## src/rtl/psg_regs.svh

```systemverilog
`ifndef PSG_REGS_SVH
`define PSG_REGS_SVH

// Register byte offsets
`define OFS_POL 8'h00
`define OFS_CTL 8'h04
`define OFS_MIC0 8'h08
`define OFS_MIC1 8'h0C
`define OFS_MIC2 8'h10
`define OFS_MSK 8'h14
`define OFS_FLG 8'h18

// Register indexes
`define IDX_POL 3'h0
`define IDX_CTL 3'h1
`define IDX_MIC0 3'h2
`define IDX_MIC1 3'h3
`define IDX_MIC2 3'h4
`define IDX_MSK 3'h5
`define IDX_FLG 3'h6
`define IDX_NONE 3'h7

// Writable bit masks, all reset values zero
`define POL_MASK 8'h0C
`define CTL_MASK 8'hE3
`define MSK_MASK 8'h0F
`define FLG_MASK 8'h0F
`define REG_RESET 8'h00

// Field positions
`define POL_B 3
`define POL_A 2
`define CTL_PRE_HI 7
`define CTL_PRE_LO 6
`define CTL_CLKSEL 5
`define CTL_CCYC 1
`define CTL_RUN 0
`define MIC_OVP 7
`define MIC_SEL 6
`define MIC_LEV 5
`define MIC_FLT 4
`define MIC_AOC 3
`define MIC_MODE_HI 2
`define MIC_MODE_LO 0
`define FLG_EOC 0

// Prescaler terminal counts for 1, 4, 32 and 256
`define PRE_TOP_1 8'h00
`define PRE_TOP_4 8'h03
`define PRE_TOP_32 8'h1F
`define PRE_TOP_256 8'hFF

// Waveform cycle shape
`define CYC_TOP 8'hFF
`define A_END 8'hA0
`define B_START 8'h60

// Noise filter sample count
`define FILT_LEN 4

// AXI responses
`define RESP_OKAY 2'h0
`define RESP_SLVERR 2'h2

`endif

```

## src/rtl/psg_pkg.sv

```systemverilog
package psg_pkg;

    typedef enum logic [1:0] {GEN_IDLE, GEN_RUN, GEN_DRAIN} gen_state_e;

    typedef logic [2:0] action_mode_t;

endpackage : psg_pkg

```

## src/rtl/power_stage_pwm_control.sv

```systemverilog
`timescale 1ns/10ps
`include "psg_regs.svh"

module power_stage_pwm_control (
    input wire logic sys_clk,
    input wire logic rst,
    input wire logic [7:0] s_axi_awaddr,
    input wire logic s_axi_awvalid,
    output logic s_axi_awready,
    input wire logic [31:0] s_axi_wdata,
    input wire logic [3:0] s_axi_wstrb,
    input wire logic s_axi_wvalid,
    output logic s_axi_wready,
    output logic [1:0] s_axi_bresp,
    output logic s_axi_bvalid,
    input wire logic s_axi_bready,
    input wire logic [7:0] s_axi_araddr,
    input wire logic s_axi_arvalid,
    output logic s_axi_arready,
    output logic [31:0] s_axi_rdata,
    output logic [1:0] s_axi_rresp,
    output logic s_axi_rvalid,
    input wire logic s_axi_rready,
    input wire logic io_clk_tick,
    input wire logic [2:0] module_fault_pin,
    input wire logic [2:0] comparator_out,
    output logic [2:0] a_out,
    output logic [2:0] b_out,
    output logic irq
);

    function automatic logic [2:0] reg_index(input logic [7:0] addr);
        logic [2:0] idx;
        unique case (addr)
            `OFS_POL: idx = `IDX_POL;
            `OFS_CTL: idx = `IDX_CTL;
            `OFS_MIC0: idx = `IDX_MIC0;
            `OFS_MIC1: idx = `IDX_MIC1;
            `OFS_MIC2: idx = `IDX_MIC2;
            `OFS_MSK: idx = `IDX_MSK;
            `OFS_FLG: idx = `IDX_FLG;
            default: idx = `IDX_NONE;
        endcase
        return idx;
    endfunction : reg_index

    logic awready_q;
    logic bvalid_q;
    logic [1:0] bresp_q;
    logic arready_q;
    logic rvalid_q;
    logic [1:0] rresp_q;
    logic [31:0] rdata_q;
    logic [7:0] pol_q;
    logic [7:0] ctl_q;
    logic [7:0] ctl_d;
    logic [7:0] mic_q [3];
    logic [7:0] msk_q;
    logic [3:0] flg_q;
    logic [3:0] flg_d;
    logic irq_q;
    psg_pkg::gen_state_e state_q;
    psg_pkg::gen_state_e state_d;
    logic [7:0] pre_q;
    logic [7:0] pre_top;
    logic [7:0] cnt_q;
    logic [2:0] a_out_q;
    logic [2:0] b_out_q;

    wire [2:0] wr_idx = reg_index(s_axi_awaddr);
    wire [2:0] rd_idx = reg_index(s_axi_araddr);
    wire wr_fire = awready_q && s_axi_awvalid && s_axi_wvalid;
    wire wr_lane = wr_fire && s_axi_wstrb[0];
    wire [7:0] wbyte = s_axi_wdata[7:0];
    wire rd_fire = arready_q && s_axi_arvalid;

    // One write and one read in flight; address and data taken together
    always_ff @(posedge sys_clk or posedge rst)
    begin
        if (rst)
        begin
            awready_q <= 1'b0;
            bvalid_q <= 1'b0;
            bresp_q <= `RESP_OKAY;
        end
        else
        begin
            awready_q <= s_axi_awvalid && s_axi_wvalid && !awready_q &&
                         !bvalid_q;
            if (wr_fire)
            begin
                bvalid_q <= 1'b1;
                bresp_q <= (wr_idx == `IDX_NONE) ? `RESP_SLVERR : `RESP_OKAY;
            end
            else if (s_axi_bready)
                bvalid_q <= 1'b0;
        end
    end

    logic [7:0] rd_val;
    always_comb
    begin
        unique case (rd_idx)
            `IDX_POL: rd_val = pol_q;
            `IDX_CTL: rd_val = ctl_q;
            `IDX_MIC0: rd_val = mic_q[0];
            `IDX_MIC1: rd_val = mic_q[1];
            `IDX_MIC2: rd_val = mic_q[2];
            `IDX_MSK: rd_val = msk_q;
            `IDX_FLG: rd_val = {4'h0, flg_q};
            default: rd_val = `REG_RESET;
        endcase
    end

    always_ff @(posedge sys_clk or posedge rst)
    begin
        if (rst)
        begin
            arready_q <= 1'b0;
            rvalid_q <= 1'b0;
            rresp_q <= `RESP_OKAY;
            rdata_q <= 32'h0000_0000;
        end
        else
        begin
            arready_q <= s_axi_arvalid && !arready_q && !rvalid_q;
            if (rd_fire)
            begin
                rvalid_q <= 1'b1;
                rdata_q <= {24'h00_0000, rd_val};
                rresp_q <= (rd_idx == `IDX_NONE) ? `RESP_SLVERR : `RESP_OKAY;
            end
            else if (s_axi_rready)
                rvalid_q <= 1'b0;
        end
    end

    // Fault path per module
    logic [2:0] fault_raw;
    logic [2:0] fault_in;
    logic [2:0] evt_now;
    logic [2:0] evt_q;
    logic [2:0] act_evt;
    logic [2:0] act_prev_q;
    logic [2:0] kill_a_own;
    logic [2:0] kill_b_own;
    logic [2:0] kill_all_src;
    logic [2:0] halt_src;
    logic [2:0] filt_q;
    logic [2:0] a_act;
    logic [2:0] b_act;

    wire kill_all = |kill_all_src;
    wire halt_evt = |halt_src;
    wire gen_on = state_q != psg_pkg::GEN_IDLE;

    genvar gi;
    generate
        for (gi = 0; gi < 3; gi++)
        begin : g_mod
            wire psg_pkg::action_mode_t mode =
                mic_q[gi][`MIC_MODE_HI:`MIC_MODE_LO];
            assign fault_raw[gi] = mic_q[gi][`MIC_SEL] ? comparator_out[gi]
                                                      : module_fault_pin[gi];
            assign fault_in[gi] = mic_q[gi][`MIC_FLT] ? filt_q[gi]
                                                     : fault_raw[gi];
            assign evt_now[gi] = fault_in[gi] == mic_q[gi][`MIC_LEV];
            // direct path unless async control set
            assign act_evt[gi] = (mode != 3'h0) &&
                (mic_q[gi][`MIC_AOC] ? evt_q[gi] : evt_now[gi]);
            assign kill_a_own[gi] = act_evt[gi] &&
                (mode == 3'h1 || mode == 3'h3);
            assign kill_b_own[gi] = act_evt[gi] &&
                (mode == 3'h2 || mode == 3'h3);
            assign kill_all_src[gi] = act_evt[gi] && mode[2:1] == 2'h2;
            assign halt_src[gi] = act_evt[gi] && mode[2:1] == 2'h3;
            assign a_act[gi] = gen_on && cnt_q < `A_END &&
                !kill_a_own[gi] && !kill_all &&
                !(!mic_q[gi][`MIC_OVP] && cnt_q >= `B_START);
            assign b_act[gi] = gen_on && cnt_q >= `B_START &&
                !kill_b_own[gi] && !kill_all &&
                !(!mic_q[gi][`MIC_OVP] && cnt_q < `A_END);

            // Filter keeps its last value until all samples agree
            logic [`FILT_LEN-1:0] smp_q;
            logic filt_bit_q;
            assign filt_q[gi] = filt_bit_q;
            always_ff @(posedge sys_clk or posedge rst)
            begin
                if (rst)
                begin
                    smp_q <= {`FILT_LEN{1'b0}};
                    filt_bit_q <= 1'b0;
                end
                else
                begin
                    smp_q <= {smp_q[`FILT_LEN-2:0], fault_raw[gi]};
                    if (&smp_q || ~|smp_q)
                        filt_bit_q <= smp_q[`FILT_LEN-1];
                end
            end
        end
    endgenerate

    always_comb
    begin
        unique case (ctl_q[`CTL_PRE_HI:`CTL_PRE_LO])
            2'h0: pre_top = `PRE_TOP_1;
            2'h1: pre_top = `PRE_TOP_4;
            2'h2: pre_top = `PRE_TOP_32;
            2'h3: pre_top = `PRE_TOP_256;
        endcase
    end

    // fast clock counts every edge, slow one on its tick
    wire src_tick = ctl_q[`CTL_CLKSEL] || io_clk_tick;
    wire tick = gen_on && src_tick && pre_q == pre_top;
    wire eoc = tick && cnt_q == `CYC_TOP;
    wire run_bit = ctl_q[`CTL_RUN];

    always_comb
    begin
        state_d = state_q;
        unique case (state_q)
            psg_pkg::GEN_IDLE:
                if (run_bit && !halt_evt)
                    state_d = psg_pkg::GEN_RUN;
            psg_pkg::GEN_RUN:
                if (halt_evt)
                    state_d = psg_pkg::GEN_IDLE;
                else if (!run_bit)
                    state_d = ctl_q[`CTL_CCYC] ? psg_pkg::GEN_DRAIN
                                               : psg_pkg::GEN_IDLE;
            psg_pkg::GEN_DRAIN:
                if (halt_evt || eoc)
                    state_d = psg_pkg::GEN_IDLE;
                else if (run_bit)
                    state_d = psg_pkg::GEN_RUN;
        endcase
    end

    // hardware halt clears run so software must restart
    wire ctl_wr = wr_lane && wr_idx == `IDX_CTL;
    assign ctl_d = (ctl_wr ? (wbyte & `CTL_MASK) : ctl_q) &
                   ~(halt_evt ? 8'h01 : 8'h00);

    // event flags on event onset; cycle end flag
    wire [3:0] flg_set = {act_evt[2] && !act_prev_q[2],
                          act_evt[1] && !act_prev_q[1],
                          act_evt[0] && !act_prev_q[0], eoc};
    wire [7:0] flg_wbits = wbyte & `FLG_MASK;
    wire [3:0] flg_clr = (wr_lane && wr_idx == `IDX_FLG) ?
                         flg_wbits[3:0] : 4'h0;
    // write one clears; set ignores enables
    assign flg_d = (flg_q & ~flg_clr) | flg_set;

    always_ff @(posedge sys_clk or posedge rst)
    begin
        if (rst)
        begin
            pol_q <= `REG_RESET;
            ctl_q <= `REG_RESET;
            msk_q <= `REG_RESET;
            flg_q <= 4'h0;
            for (int i = 0; i < 3; i++)
                mic_q[i] <= `REG_RESET;
        end
        else
        begin
            ctl_q <= ctl_d;
            flg_q <= flg_d;
            // masked writes keep unused bits zero
            if (wr_lane && wr_idx == `IDX_POL)
                pol_q <= wbyte & `POL_MASK;
            if (wr_lane && wr_idx == `IDX_MSK)
                msk_q <= wbyte & `MSK_MASK;
            for (int i = 0; i < 3; i++)
                if (wr_lane && wr_idx == `IDX_MIC0 + 3'(i))
                    mic_q[i] <= wbyte;
        end
    end

    always_ff @(posedge sys_clk or posedge rst)
    begin
        if (rst)
        begin
            state_q <= psg_pkg::GEN_IDLE;
            pre_q <= 8'h00;
            cnt_q <= 8'h00;
            evt_q <= 3'h0;
            act_prev_q <= 3'h0;
            irq_q <= 1'b0;
        end
        else
        begin
            state_q <= state_d;
            evt_q <= evt_now;
            act_prev_q <= act_evt;
            if (!gen_on || (src_tick && pre_q == pre_top))
                pre_q <= 8'h00;
            else if (src_tick)
                pre_q <= pre_q + 8'h01;
            if (state_d == psg_pkg::GEN_IDLE)
                cnt_q <= 8'h00;
            else if (tick)
                cnt_q <= cnt_q + 8'h01;
            irq_q <= |(flg_q & msk_q[3:0]);
        end
    end

    // Outputs idle at their inactive level, so reset follows polarity zero
    always_ff @(posedge sys_clk or posedge rst)
    begin
        if (rst)
        begin
            a_out_q <= 3'h7;
            b_out_q <= 3'h7;
        end
        else
        begin
            a_out_q <= pol_q[`POL_A] ? a_act : ~a_act;
            b_out_q <= pol_q[`POL_B] ? b_act : ~b_act;
        end
    end

    assign s_axi_awready = awready_q;
    assign s_axi_wready = awready_q;
    assign s_axi_bvalid = bvalid_q;
    assign s_axi_bresp = bresp_q;
    assign s_axi_arready = arready_q;
    assign s_axi_rvalid = rvalid_q;
    assign s_axi_rresp = rresp_q;
    assign s_axi_rdata = rdata_q;
    assign a_out = a_out_q;
    assign b_out = b_out_q;
    assign irq = irq_q;
endmodule : power_stage_pwm_control

```

## config.mk

```make
export PLATFORM = sky130hd
export DESIGN_NAME = power_stage_pwm_control
export DESIGN_NICKNAME = d
export VERILOG_FILES = /design/src/rtl/psg_pkg.sv /design/src/rtl/power_stage_pwm_control.sv
export VERILOG_INCLUDE_DIRS = /design/src /design/src/rtl
export SDC_FILE = /design/constraint.sdc
export NUM_CORES = 1
export LEC_CHECK = 0
export BUFFER_PORTS_ARGS = -buffer_cell sky130_fd_sc_hd__buf_2
export CORE_ASPECT_RATIO = 1.75
export CORE_MARGIN = 8
export CORE_UTILIZATION = 58
export CTS_CLUSTER_DIAMETER = 60
export DETAILED_ROUTE_END_ITERATION = 8
export GPL_TIMING_DRIVEN = 1
export HOLD_SLACK_MARGIN = 0.03
export PLACE_DENSITY_LB_ADDON = 0.15
export SYNTH_ARGS = -nofsm -noshare
export SYNTH_HDL_FRONTEND = slang
export SYNTH_SLANG_ARGS = --single-unit
```

## constraint.sdc

```tcl
create_clock -name sys_clk -period 8 [get_ports sys_clk]
set_input_delay 1.2 -clock sys_clk [delete_from_list [all_inputs] [get_ports sys_clk]]
set_output_delay 1.2 -clock sys_clk [all_outputs]
set_load 0.02 [all_outputs]
```

==> flow_summary.ini, run 1 <==
[clock_tree]
cts_tree = yes
post-cts-setup-buffers = 0
holdBufCountCts = 0
ctsRootBufferMaster = sky130_fd_sc_hd__clkbuf_16
max-clock-path-buffers = 2
clkTransAtPathRegs_ns = 0.06
cts_max_level = 3
insertion_delay_ns = 0.34
tritoncts_sinks = 99
cts-buffers-inserted = 9
ctsResizeCount = 0

[synthesis]
synth.top_cell.area_share = 0.467
synth.cells.most_frequent = 93 x sky130_fd_sc_hd__dfrtp_1, 39 x sky130_fd_sc_hd__nand2_1, 30 x sky130_fd_sc_hd__nor2_1
synthMostInstantiatedCell = sky130_fd_sc_hd__dfrtp_1
postSynth.topFlopCell = sky130_fd_sc_hd__dfrtp_1
synth.yosys.warnings = 0
postSynthRegisterBits = 99
synth_seq_area_share = 0.498
synth_edf_count = 0
netlist_instances = 475
synthTopCellsByArea = sky130_fd_sc_hd__dfrtp_1 47%, sky130_fd_sc_hd__mux2_2 5.9%, sky130_fd_sc_hd__buf_4 4.1%
async_set_reset_flop_share_out_of_synthesis = 1.00
syn_avg_cell_area_um2 = 10.5
ys_types = 56
netlist_area_mm2 = 0.00499
post-synth-top-area-cell = sky130_fd_sc_hd__dfrtp_1

[grt]
grt_first_pass_wirelength_mm = 18.9
grt_pass1_vias = 3772
grt_antenna_before_repair = 0
grt_start_max_net_pins = 55
grt.overflow.total = 0
grt_usage = 0.202

[detailed_routing]
postRouteWirelength_mm = 11.6
drt-pass1-iter-count = 4
routed_wire_length_per_instance_um = 17.7
vias_per_cell = 5.67
first_iter_violations = 234
via_count = 3715
ant_nets = 0
post-route-drc-count = 0

[critical_path]
cp-end-kind = register
cp_cell_sequence = buf_2, mux2_4, or4_1, a311o_1, and3_4, a31oi_4, a31oi_1
timing.critical_path.slowest_stage_cell = sky130_fd_sc_hd__or4_1
worst_setup_path_start_kind = primary input
setup.worst_path.class = in2reg
cpPeakStageDelay_ns = 0.46
critical_path.n_buffers_inverters = 1
path_max_fanout = 9
cpLargestDelayFamily = compound AO/OA/AOI/OAI gates
crit_arrival_ns = 3.14
required_ns = 8.20

[die]
die_width_um = 86.1
die_area_mm2 = 0.0119
row_count = 45
core_mm2 = 0.00850
initial_core_util = 0.587
boundaryPins = 114
floorplan.die.height_um = 139

[placed_design]
finalWeightedCongestion = 0.947
port-buffer-count = 60
placement.setup.worst_slack_ns = 4.70
detailedPlacementHpwl_mm = 8.98
dpl-instance-area_mm2 = 0.00528

[timing]
finalWorstSetupSlack_ns = 5.06
final.setup_skew_ns = 0.00716
final_hold_viol_count = 0
finalSetupViolCount = 0
final_min_period_over_clock_period = 0.368
rsz0062_at_grt = no
worst_pin_slew_ns = 1.12
period_needed_ns = 2.94
max-slew-margin-rel = 0.246
totalNegativeSetupSlack_ns = 0
count_of_final_max_slew_check_failures = 0
timing.fmax_mhz = 340

[status]
status = finished clean

[cells_and_area]
nFillCells = 716
final_layout_size_suffix_gt1_frac = 0.225
antennaDiodeCount = 0
syn2layout_area_growth_pct = 12.3
final_net_count = 605
multi_input_area_mm2 = 0.00226
register_area_mm2 = 0.00248
design_area_mm2 = 0.00560

[power]
p_leak_nw = 2.60
powerDensity_mw_per_mm2 = 205
vdd.ir_drop.worst_v = 0.000174

[min_path]
hp-class = reg2reg

[flow_run]
cap_viol_max_count = 0
## power breakdown
group | internal, mW | switching, mW | leakage, nW
clock | 0.273 | 0.182 | 0.159
combinational | 0.0499 | 0.107 | 1.13
sequential | 0.525 | 0.0137 | 1.31
total | 0.848 | 0.303 | 2.60
## worst reg2reg max path, cell delays in order, from the launching register on
cell and delay, ns:
sky130_fd_sc_hd__dfrtp_1 0.43, sky130_fd_sc_hd__inv_1 0.11, sky130_fd_sc_hd__ha_1 0.30, sky130_fd_sc_hd__nand3b_1 0.20
sky130_fd_sc_hd__nand3b_1 0.20, sky130_fd_sc_hd__nor4_1 0.32, sky130_fd_sc_hd__nor2_1 0.16, sky130_fd_sc_hd__o211ai_2 0.42
sky130_fd_sc_hd__a31oi_1 0.16
## routing by layer
metal	global-route usage	share of wire
met4	0.111	0.034
met1	0.207	0.37
met5	0	0
met2	0.363	0.55
met3	0.0445	0.047
## through the flow
step,hold slack (ns),power (mW),cells,utilization
6_report,0.397,1.15,655,0.659
5_1_grt,0.410,1.20,655,0.659
4_1_cts,0.402,1.16,655,0.659
3_5_place_dp,0.385,0.705,639,0.621
3_3_place_gp,0.374,0.699,639,0.621
2_1_floorplan,0.367,0.666,500,-
## logic make-up after synthesis
| logic type | synth area share |
|---|---|
| xor gates and xnor gates | 0.0456 |
| muxes | 0.0898 |
| other | 0.000752 |
| DFF | 0.498 |
| AOI/OAI and AO/OA | 0.141 |
| adders and majority gates | 0.0150 |
| buffers and inverters | 0.0677 |
| and+or+nand+nor | 0.142 |
## placed cells by master (no fill, tap or decap), types with 9 or more instances in the layout
cell                        netlist  final
sky130_fd_sc_hd__conb_1           1     26
sky130_fd_sc_hd__a22o_1          11     11
sky130_fd_sc_hd__xor2_1          20     20
sky130_fd_sc_hd__inv_1           21     20
sky130_fd_sc_hd__nand4_1         11     11
sky130_fd_sc_hd__dfrtp_1         93     93
sky130_fd_sc_hd__mux2i_1         14     14
sky130_fd_sc_hd__o21ai_0         24     24
sky130_fd_sc_hd__nor2_1          30     30
sky130_fd_sc_hd__a21oi_1         11     11
sky130_fd_sc_hd__mux2_2          26     26
sky130_fd_sc_hd__buf_2            0     60
sky130_fd_sc_hd__a31oi_1         20     20
sky130_fd_sc_hd__nand2_1         39     39
sky130_fd_sc_hd__a22oi_1          9      9
sky130_fd_sc_hd__nand3_1         14     14
sky130_fd_sc_hd__clkbuf_16        0      9
## state kept, by name (all words and copies together), names as in the netlist, 2 cells and up
signal	cells
g_mod.smp_q	12
ctl_q	5
mic_q	15
s_axi_rdata	8
flg_q	4
state_q	2
pre_q	8
cnt_q	8
msk_q	4
g_mod.filt_bit_q	3
b_out	3
evt_q	3
pol_q	2
act_prev_q	3
g_mod.mode	9
a_out	3
## final timing paths
check / from / end / slack [ns] / depth (start not counted)
setup / recovery: module_fault_pin[1] / cnt_q[1] / 5.06 / 7
hold / removal: g_mod[0].smp_q[0] / g_mod[0].smp_q[1] / 0.40 / 0
setup reg to reg: state_q[0] / cnt_q[1] / 5.56 / 8
hold reg to reg: g_mod[0].smp_q[0] / g_mod[0].smp_q[1] / 0.40 / 0
max in group asynchronous: rst / pre_q[1] / 6.00 / 3
min in group asynchronous: rst / s_axi_rdata[1] / 0.91 / 2
## cell type report
class,instances,area share
clock buffers,9,0.0402
clock inverters,7,0.0165
inverters,22,0.0152
multi-input cells,340,0.403
flip-flops and latches,99,0.444
well taps,117,0.0261
repair buffers,61,0.0549
Power figures use the tool's default switching activity.
==> run 2: changes to the inputs <==
--- a/config.mk
+++ b/config.mk
@@ -9,7 +9,7 @@
 export BUFFER_PORTS_ARGS = -buffer_cell sky130_fd_sc_hd__buf_2
 export CORE_ASPECT_RATIO = 1.75
 export CORE_MARGIN = 8
-export CORE_UTILIZATION = 58
+export CORE_UTILIZATION = 49
 export CTS_CLUSTER_DIAMETER = 60
 export DETAILED_ROUTE_END_ITERATION = 8
 export GPL_TIMING_DRIVEN = 1
==> constraint.sdc (replaced) <==
create_clock -name sys_clk -period 2.6 [get_ports sys_clk]
set_input_delay 0.39 -clock sys_clk [delete_from_list [all_inputs] [get_ports sys_clk]]
set_output_delay 0.39 -clock sys_clk [all_outputs]
set_load 0.02 [all_outputs]
==> run 2 against run 1 <==
Sequential share of layout area down 0.60 points. First-iteration DRC count fell by 23%. Largest cell class unchanged. Highest routed layer unchanged. Global-route usage down 1.9 points. Flip-flop and latch count did not move.
==> flow_summary.ini, run 2 (same netlist as run 1, synthesis figures left out) <==
[critical_path]
timing.critical_path.slowest_stage_cell = sky130_fd_sc_hd__or4_1
r2r_start = mic_q[14]
reg2regPathDepth = 6
worst-path-stages = 6
cp_cell_sequence = mux2_4, or4_1, a311o_1, and3_4, a31oi_4, a31oi_1
r2r_slack_ns = 0.17
cpLargestDelayFamily = compound AO/OA/AOI/OAI gates
worst_r2r_endpoint = cnt_q[5]
cpPeakStageDelay_ns = 0.45
critical_path.n_buffers_inverters = 0
setup.worst_path.start = mic_q[14]
crit_arrival_ns = 2.65
required_ns = 2.82
setup.worst_path.class = reg2reg
path_max_fanout = 9
endpoint = cnt_q[5]
worst_setup_path_start_kind = register
cp-end-kind = register

[placed_design]
port-buffer-count = 60
detailedPlacementHpwl_mm = 9.30
placement.setup.worst_slack_ns = 0.137
dpl-instance-area_mm2 = 0.00537
finalWeightedCongestion = 0.910

[cells_and_area]
syn2layout_area_growth_pct = 13.8
register_with_the_highest_flop_count = mic_q
flip_flop_count_of_the_largest_register_after_layout = 15
antennaDiodeCount = 0
mostFrequentLayoutCell = sky130_fd_sc_hd__dfrtp_1
design_area_mm2 = 0.00568
final_net_count = 613
most-common-layout-cells = 93 x sky130_fd_sc_hd__dfrtp_1, 60 x sky130_fd_sc_hd__buf_2, 39 x sky130_fd_sc_hd__nand2_1
final_layout_size_suffix_gt1_frac = 0.238

[timing]
worst_pin_slew_ns = 0.550
timing.fmax_mhz = 411
hold_ws_ns = 0.0864
count_of_final_max_slew_check_failures = 0
rsz0062_at_grt = no
finalWorstSetupSlack_ns = 0.168
final_hold_viol_count = 0
period_needed_ns = 2.43
totalNegativeSetupSlack_ns = 0
finalSetupViolCount = 0
max-slew-margin-rel = 0.628
final_min_period_over_clock_period = 0.935
final.setup_skew_ns = 0.00938

[power]
vdd.ir_drop.worst_v = 0.000398
p_leak_nw = 2.63
powerDensity_mw_per_mm2 = 612

[detailed_routing]
postRouteWirelength_mm = 12.0
met3_wl_um = 536
post-route-drc-count = 0
routed_wire_length_per_instance_um = 17.8
first_iter_violations = 180
topRoutingLayerUsed = met4
vias_per_cell = 5.55
met1Wirelength_mm = 4.51
drt-pass1-iter-count = 5
ant_nets = 0
met2_wirelength_mm = 6.65
via_count = 3735

[die]
row_count = 49
core_mm2 = 0.0101
floorplan.die.height_um = 149
die_width_um = 92.3
die_area_mm2 = 0.0138
boundaryPins = 114
initial_core_util = 0.493

[clock_tree]
ctsResizeCount = 0
insertion_delay_ns = 0.35
ctsRootBufferMaster = sky130_fd_sc_hd__clkbuf_16
post-cts-setup-buffers = 0
cts_tree = yes
tritoncts_sinks = 99
clkTransAtPathRegs_ns = 0.07
max-clock-path-buffers = 2
holdBufCountCts = 0
cts_max_level = 3
cts-buffers-inserted = 9

[min_path]
hp-class = in2async

[grt]
grt_antenna_before_repair = 0
grt_first_pass_wirelength_mm = 19.8
grt_pass1_vias = 3815
grt_start_max_net_pins = 38
grt_usage = 0.183
grt.overflow.total = 0

[status]
status = finished clean

[flow_run]
cap_viol_max_count = 0
-- run 2: worst register-to-register path: cells and delay by family, from the launching register on --
family,cells,cell delay (ns)
AO/OA/AOI/OAI,3,0.86
AND/OR/NAND/NOR,2,0.68
flip-flops,1,0.42
multiplexers,1,0.34
-- run 2: power by group --
part | total (mW) | internal [mW] | switching [mW] | leakage (nW)
combinational | 0.514 | 0.169 | 0.345 | 1.18
sequential | 1.65 | 1.61 | 0.0408 | 1.31
clock | 1.31 | 0.673 | 0.635 | 0.140
-- run 2: per-stage QoR --
step | utilization | cells | power [mW]
finish | 0.561 | 673 | 3.48
global route | 0.561 | 673 | 3.63
CTS | 0.560 | 673 | 3.52
detailed placement | 0.531 | 657 | 2.20
global placement | 0.531 | 657 | 2.18
floorplan | - | 500 | 2.05
-- run 2: cell type report --
| class | count | area [um2] |
|---|---|---|
| fill | 900 | 4440 |
| sequential | 99 | 2480 |
| multi-input combinational | 340 | 2270 |
| timing repair buffer | 69 | 380 |
| clock buffer | 9 | 225 |
| tap | 127 | 159 |
| inverter | 22 | 86.3 |
| clock inverter | 7 | 67.6 |
-- run 2: worst min-delay path by stage --
stage | from | end | slack, ns | cells past startpoint
final | rst | s_axi_arready | 0.09 | 2
after global routing | rst | s_axi_rdata[7] | 0.12 | 2
after CTS | rst | s_axi_rdata[7] | 0.09 | 2
after detailed placement | g_mod[0].smp_q[0] | g_mod[0].smp_q[1] | 0.38 | 0
after global placement | g_mod[1].smp_q[2] | g_mod[1].smp_q[3] | 0.38 | 0
after floorplan | g_mod[0].smp_q[2] | g_mod[0].smp_q[3] | 0.37 | 0
-- run 2: layer usage --
metal,up-vias,track usage
met3,24,0.0407
met2,103,0.338
li1,1788,-
met1,1820,0.192
met5,-,0
met4,0,0.0787
==> run 3: changes to the inputs <==
--- a/config.mk
+++ b/config.mk
@@ -7,7 +7,7 @@
 export NUM_CORES = 1
 export LEC_CHECK = 0
 export BUFFER_PORTS_ARGS = -buffer_cell sky130_fd_sc_hd__buf_2
-export CORE_ASPECT_RATIO = 1.75
+export CORE_ASPECT_RATIO = 2
 export CORE_MARGIN = 8
 export CORE_UTILIZATION = 49
 export CTS_CLUSTER_DIAMETER = 60
==> run 3 against run 2 <==
Clock-buffer cell count increased by 1. Worst hold slack improved by 0.025 ns. Clock skew decreased by 0.00067 ns. Fmax decreased by 0.48%. Global-route usage increased by 0.45 points. Sequential power about the same. First-iteration DRC count increased by 40%. Critical endpoint is now cnt_q[1]. Total power increased by 3.9%. Largest cell class unchanged. Cell area increased by 0.55%. Wire length increased by 1.5%.
==> flow_summary.ini, run 3 (same netlist as run 1, synthesis figures left out) <==
[cells_and_area]
antennaDiodeCount = 0
most-common-layout-cells = 93 x sky130_fd_sc_hd__dfrtp_1, 60 x sky130_fd_sc_hd__buf_2, 39 x sky130_fd_sc_hd__nand2_1
syn2layout_area_growth_pct = 14.4
mostFrequentLayoutCell = sky130_fd_sc_hd__dfrtp_1
multi_input_area_mm2 = 0.00227
register_area_mm2 = 0.00248
register_with_the_highest_flop_count = mic_q
final_net_count = 612
nFillCells = 924
final_layout_size_suffix_gt1_frac = 0.235
flip_flop_count_of_the_largest_register_after_layout = 15

[die]
row_count = 52
core_mm2 = 0.0100
die_area_mm2 = 0.0139
die_width_um = 87.3
boundaryPins = 114
initial_core_util = 0.498
floorplan.die.height_um = 159

[status]
status = finished clean

[clock_tree]
insertion_delay_ns = 0.35
ctsRootBufferMaster = sky130_fd_sc_hd__clkbuf_16
post-cts-setup-buffers = 0
tritoncts_sinks = 99
cts_tree = yes
cts-buffers-inserted = 9
cts_max_level = 3
clkTransAtPathRegs_ns = 0.06
max-clock-path-buffers = 2

[detailed_routing]
postRouteWirelength_mm = 12.2
vias_per_cell = 5.51
routed_wire_length_per_instance_um = 17.9
first_iter_violations = 252
via_count = 3744
drt-pass1-iter-count = 5
post-route-drc-count = 0
ant_nets = 0

[grt]
grt_pass1_vias = 3898
grt_first_pass_wirelength_mm = 19.6
grt.overflow.total = 0
grt_usage = 0.187
grt_start_max_net_pins = 45
grt_antenna_before_repair = 0

[critical_path]
required_ns = 2.82
crit_arrival_ns = 2.66
cp-end-kind = register
path_max_fanout = 9
setup.worst_path.class = reg2reg
worst_setup_path_start_kind = register

[placed_design]
finalWeightedCongestion = 0.924
detailedPlacementHpwl_mm = 9.55
port-buffer-count = 60
placement.setup.worst_slack_ns = 0.132

[timing]
worst_pin_slew_ns = 0.602
finalSetupViolCount = 0
final.setup_skew_ns = 0.00871
final_min_period_over_clock_period = 0.940
count_of_final_max_slew_check_failures = 0
totalNegativeSetupSlack_ns = 0
timing.fmax_mhz = 409
max-slew-margin-rel = 0.598
rsz0062_at_grt = no
final_hold_viol_count = 0
finalWorstSetupSlack_ns = 0.156
period_needed_ns = 2.44

[power]
total_power_mw = 3.61
p_leak_nw = 2.64
powerDensity_mw_per_mm2 = 633
vdd.ir_drop.worst_v = 0.000363

[min_path]
hp-class = in2async

[flow_run]
cap_viol_max_count = 0
[run 3: cell types whose count changed in the layout (fill, tap and decap cells not counted)]
| cell | previous run | this run |
|---|---|---|
| sky130_fd_sc_hd__buf_4 | 8 | 7 |
| sky130_fd_sc_hd__bufinv_16 | 0 | 2 |
| sky130_fd_sc_hd__clkbuf_8 | 0 | 1 |
| sky130_fd_sc_hd__clkinv_2 | 0 | 1 |
| sky130_fd_sc_hd__clkinv_8 | 1 | 0 |
| sky130_fd_sc_hd__clkinvlp_4 | 2 | 3 |
| sky130_fd_sc_hd__inv_6 | 4 | 0 |
| sky130_fd_sc_hd__nor4_1 | 3 | 4 |
| sky130_fd_sc_hd__nor4_2 | 2 | 1 |
[run 3: cell type report]
class | instances | share of cell area
timing repair buffer | 68 | 0.0653
clock inverter | 6 | 0.0156
tap | 135 | 0.0296
sequential | 99 | 0.435
clock buffer | 10 | 0.0419
multi-input combinational | 340 | 0.397
inverter | 22 | 0.0151
[run 3: stage by stage]
stage                     cells   util  instance area (um2)  hold slack [ns]
after floorplan             500      -                 5090            0.367
after global placement      664  0.536                 5370            0.374
after detailed placement    664  0.536                 5370            0.382
after CTS                   680  0.569                 5700            0.121
after global routing        680  0.570                 5710            0.157
final                       680  0.570                 5710            0.112
[run 3: worst max-delay path, cell delays in order, from the launching register on]
cell and delay, ns:
sky130_fd_sc_hd__dfrtp_1 0.43, sky130_fd_sc_hd__mux2_4 0.34, sky130_fd_sc_hd__or4_1 0.47, sky130_fd_sc_hd__a311o_1 0.41
sky130_fd_sc_hd__and3_4 0.23, sky130_fd_sc_hd__a31oi_4 0.30, sky130_fd_sc_hd__a31oi_1 0.13
[run 3: final timing paths]
path / from / to / slack, ns / cells after the start
setup reg to reg: mic_q[14] / cnt_q[1] / 0.16 / 6
max in group asynchronous: rst / pre_q[3] / 1.72 / 3
min in group sys_clk: s_axi_rready / s_axi_rvalid / 0.22 / 2
hold reg to reg: g_mod[1].smp_q[2] / g_mod[1].smp_q[3] / 0.40 / 0
setup / recovery: mic_q[14] / cnt_q[1] / 0.16 / 6
hold / removal: rst / s_axi_rdata[7] / 0.11 / 2
[run 3: per-layer routing]
layer / global-route usage / wire length (um) / share of wire / vias up
met3: 0.0346 / 608 / 0.050 / 36
met4: 0.126 / 535 / 0.044 / 0
met2: 0.341 / 6780 / 0.56 / 118
met5: 0 / 0 / 0 / -
met1: 0.185 / 4240 / 0.35 / 1804
li1: - / - / - / 1786
[run 3: what timing repair did]
action	in CTS	in global routing
endpoints found under the setup margin	0	1
resized for setup	0	1
endpoints found under the hold margin	0	0
hold buffers	0	0
[run 3: where the power goes]
part / internal, mW / total, mW / leakage, nW / switching (mW)
clock network: 0.869 / 1.44 / 0.155 / 0.575
logic: 0.169 / 0.513 / 1.17 / 0.345
registers: 1.61 / 1.66 / 1.31 / 0.0415
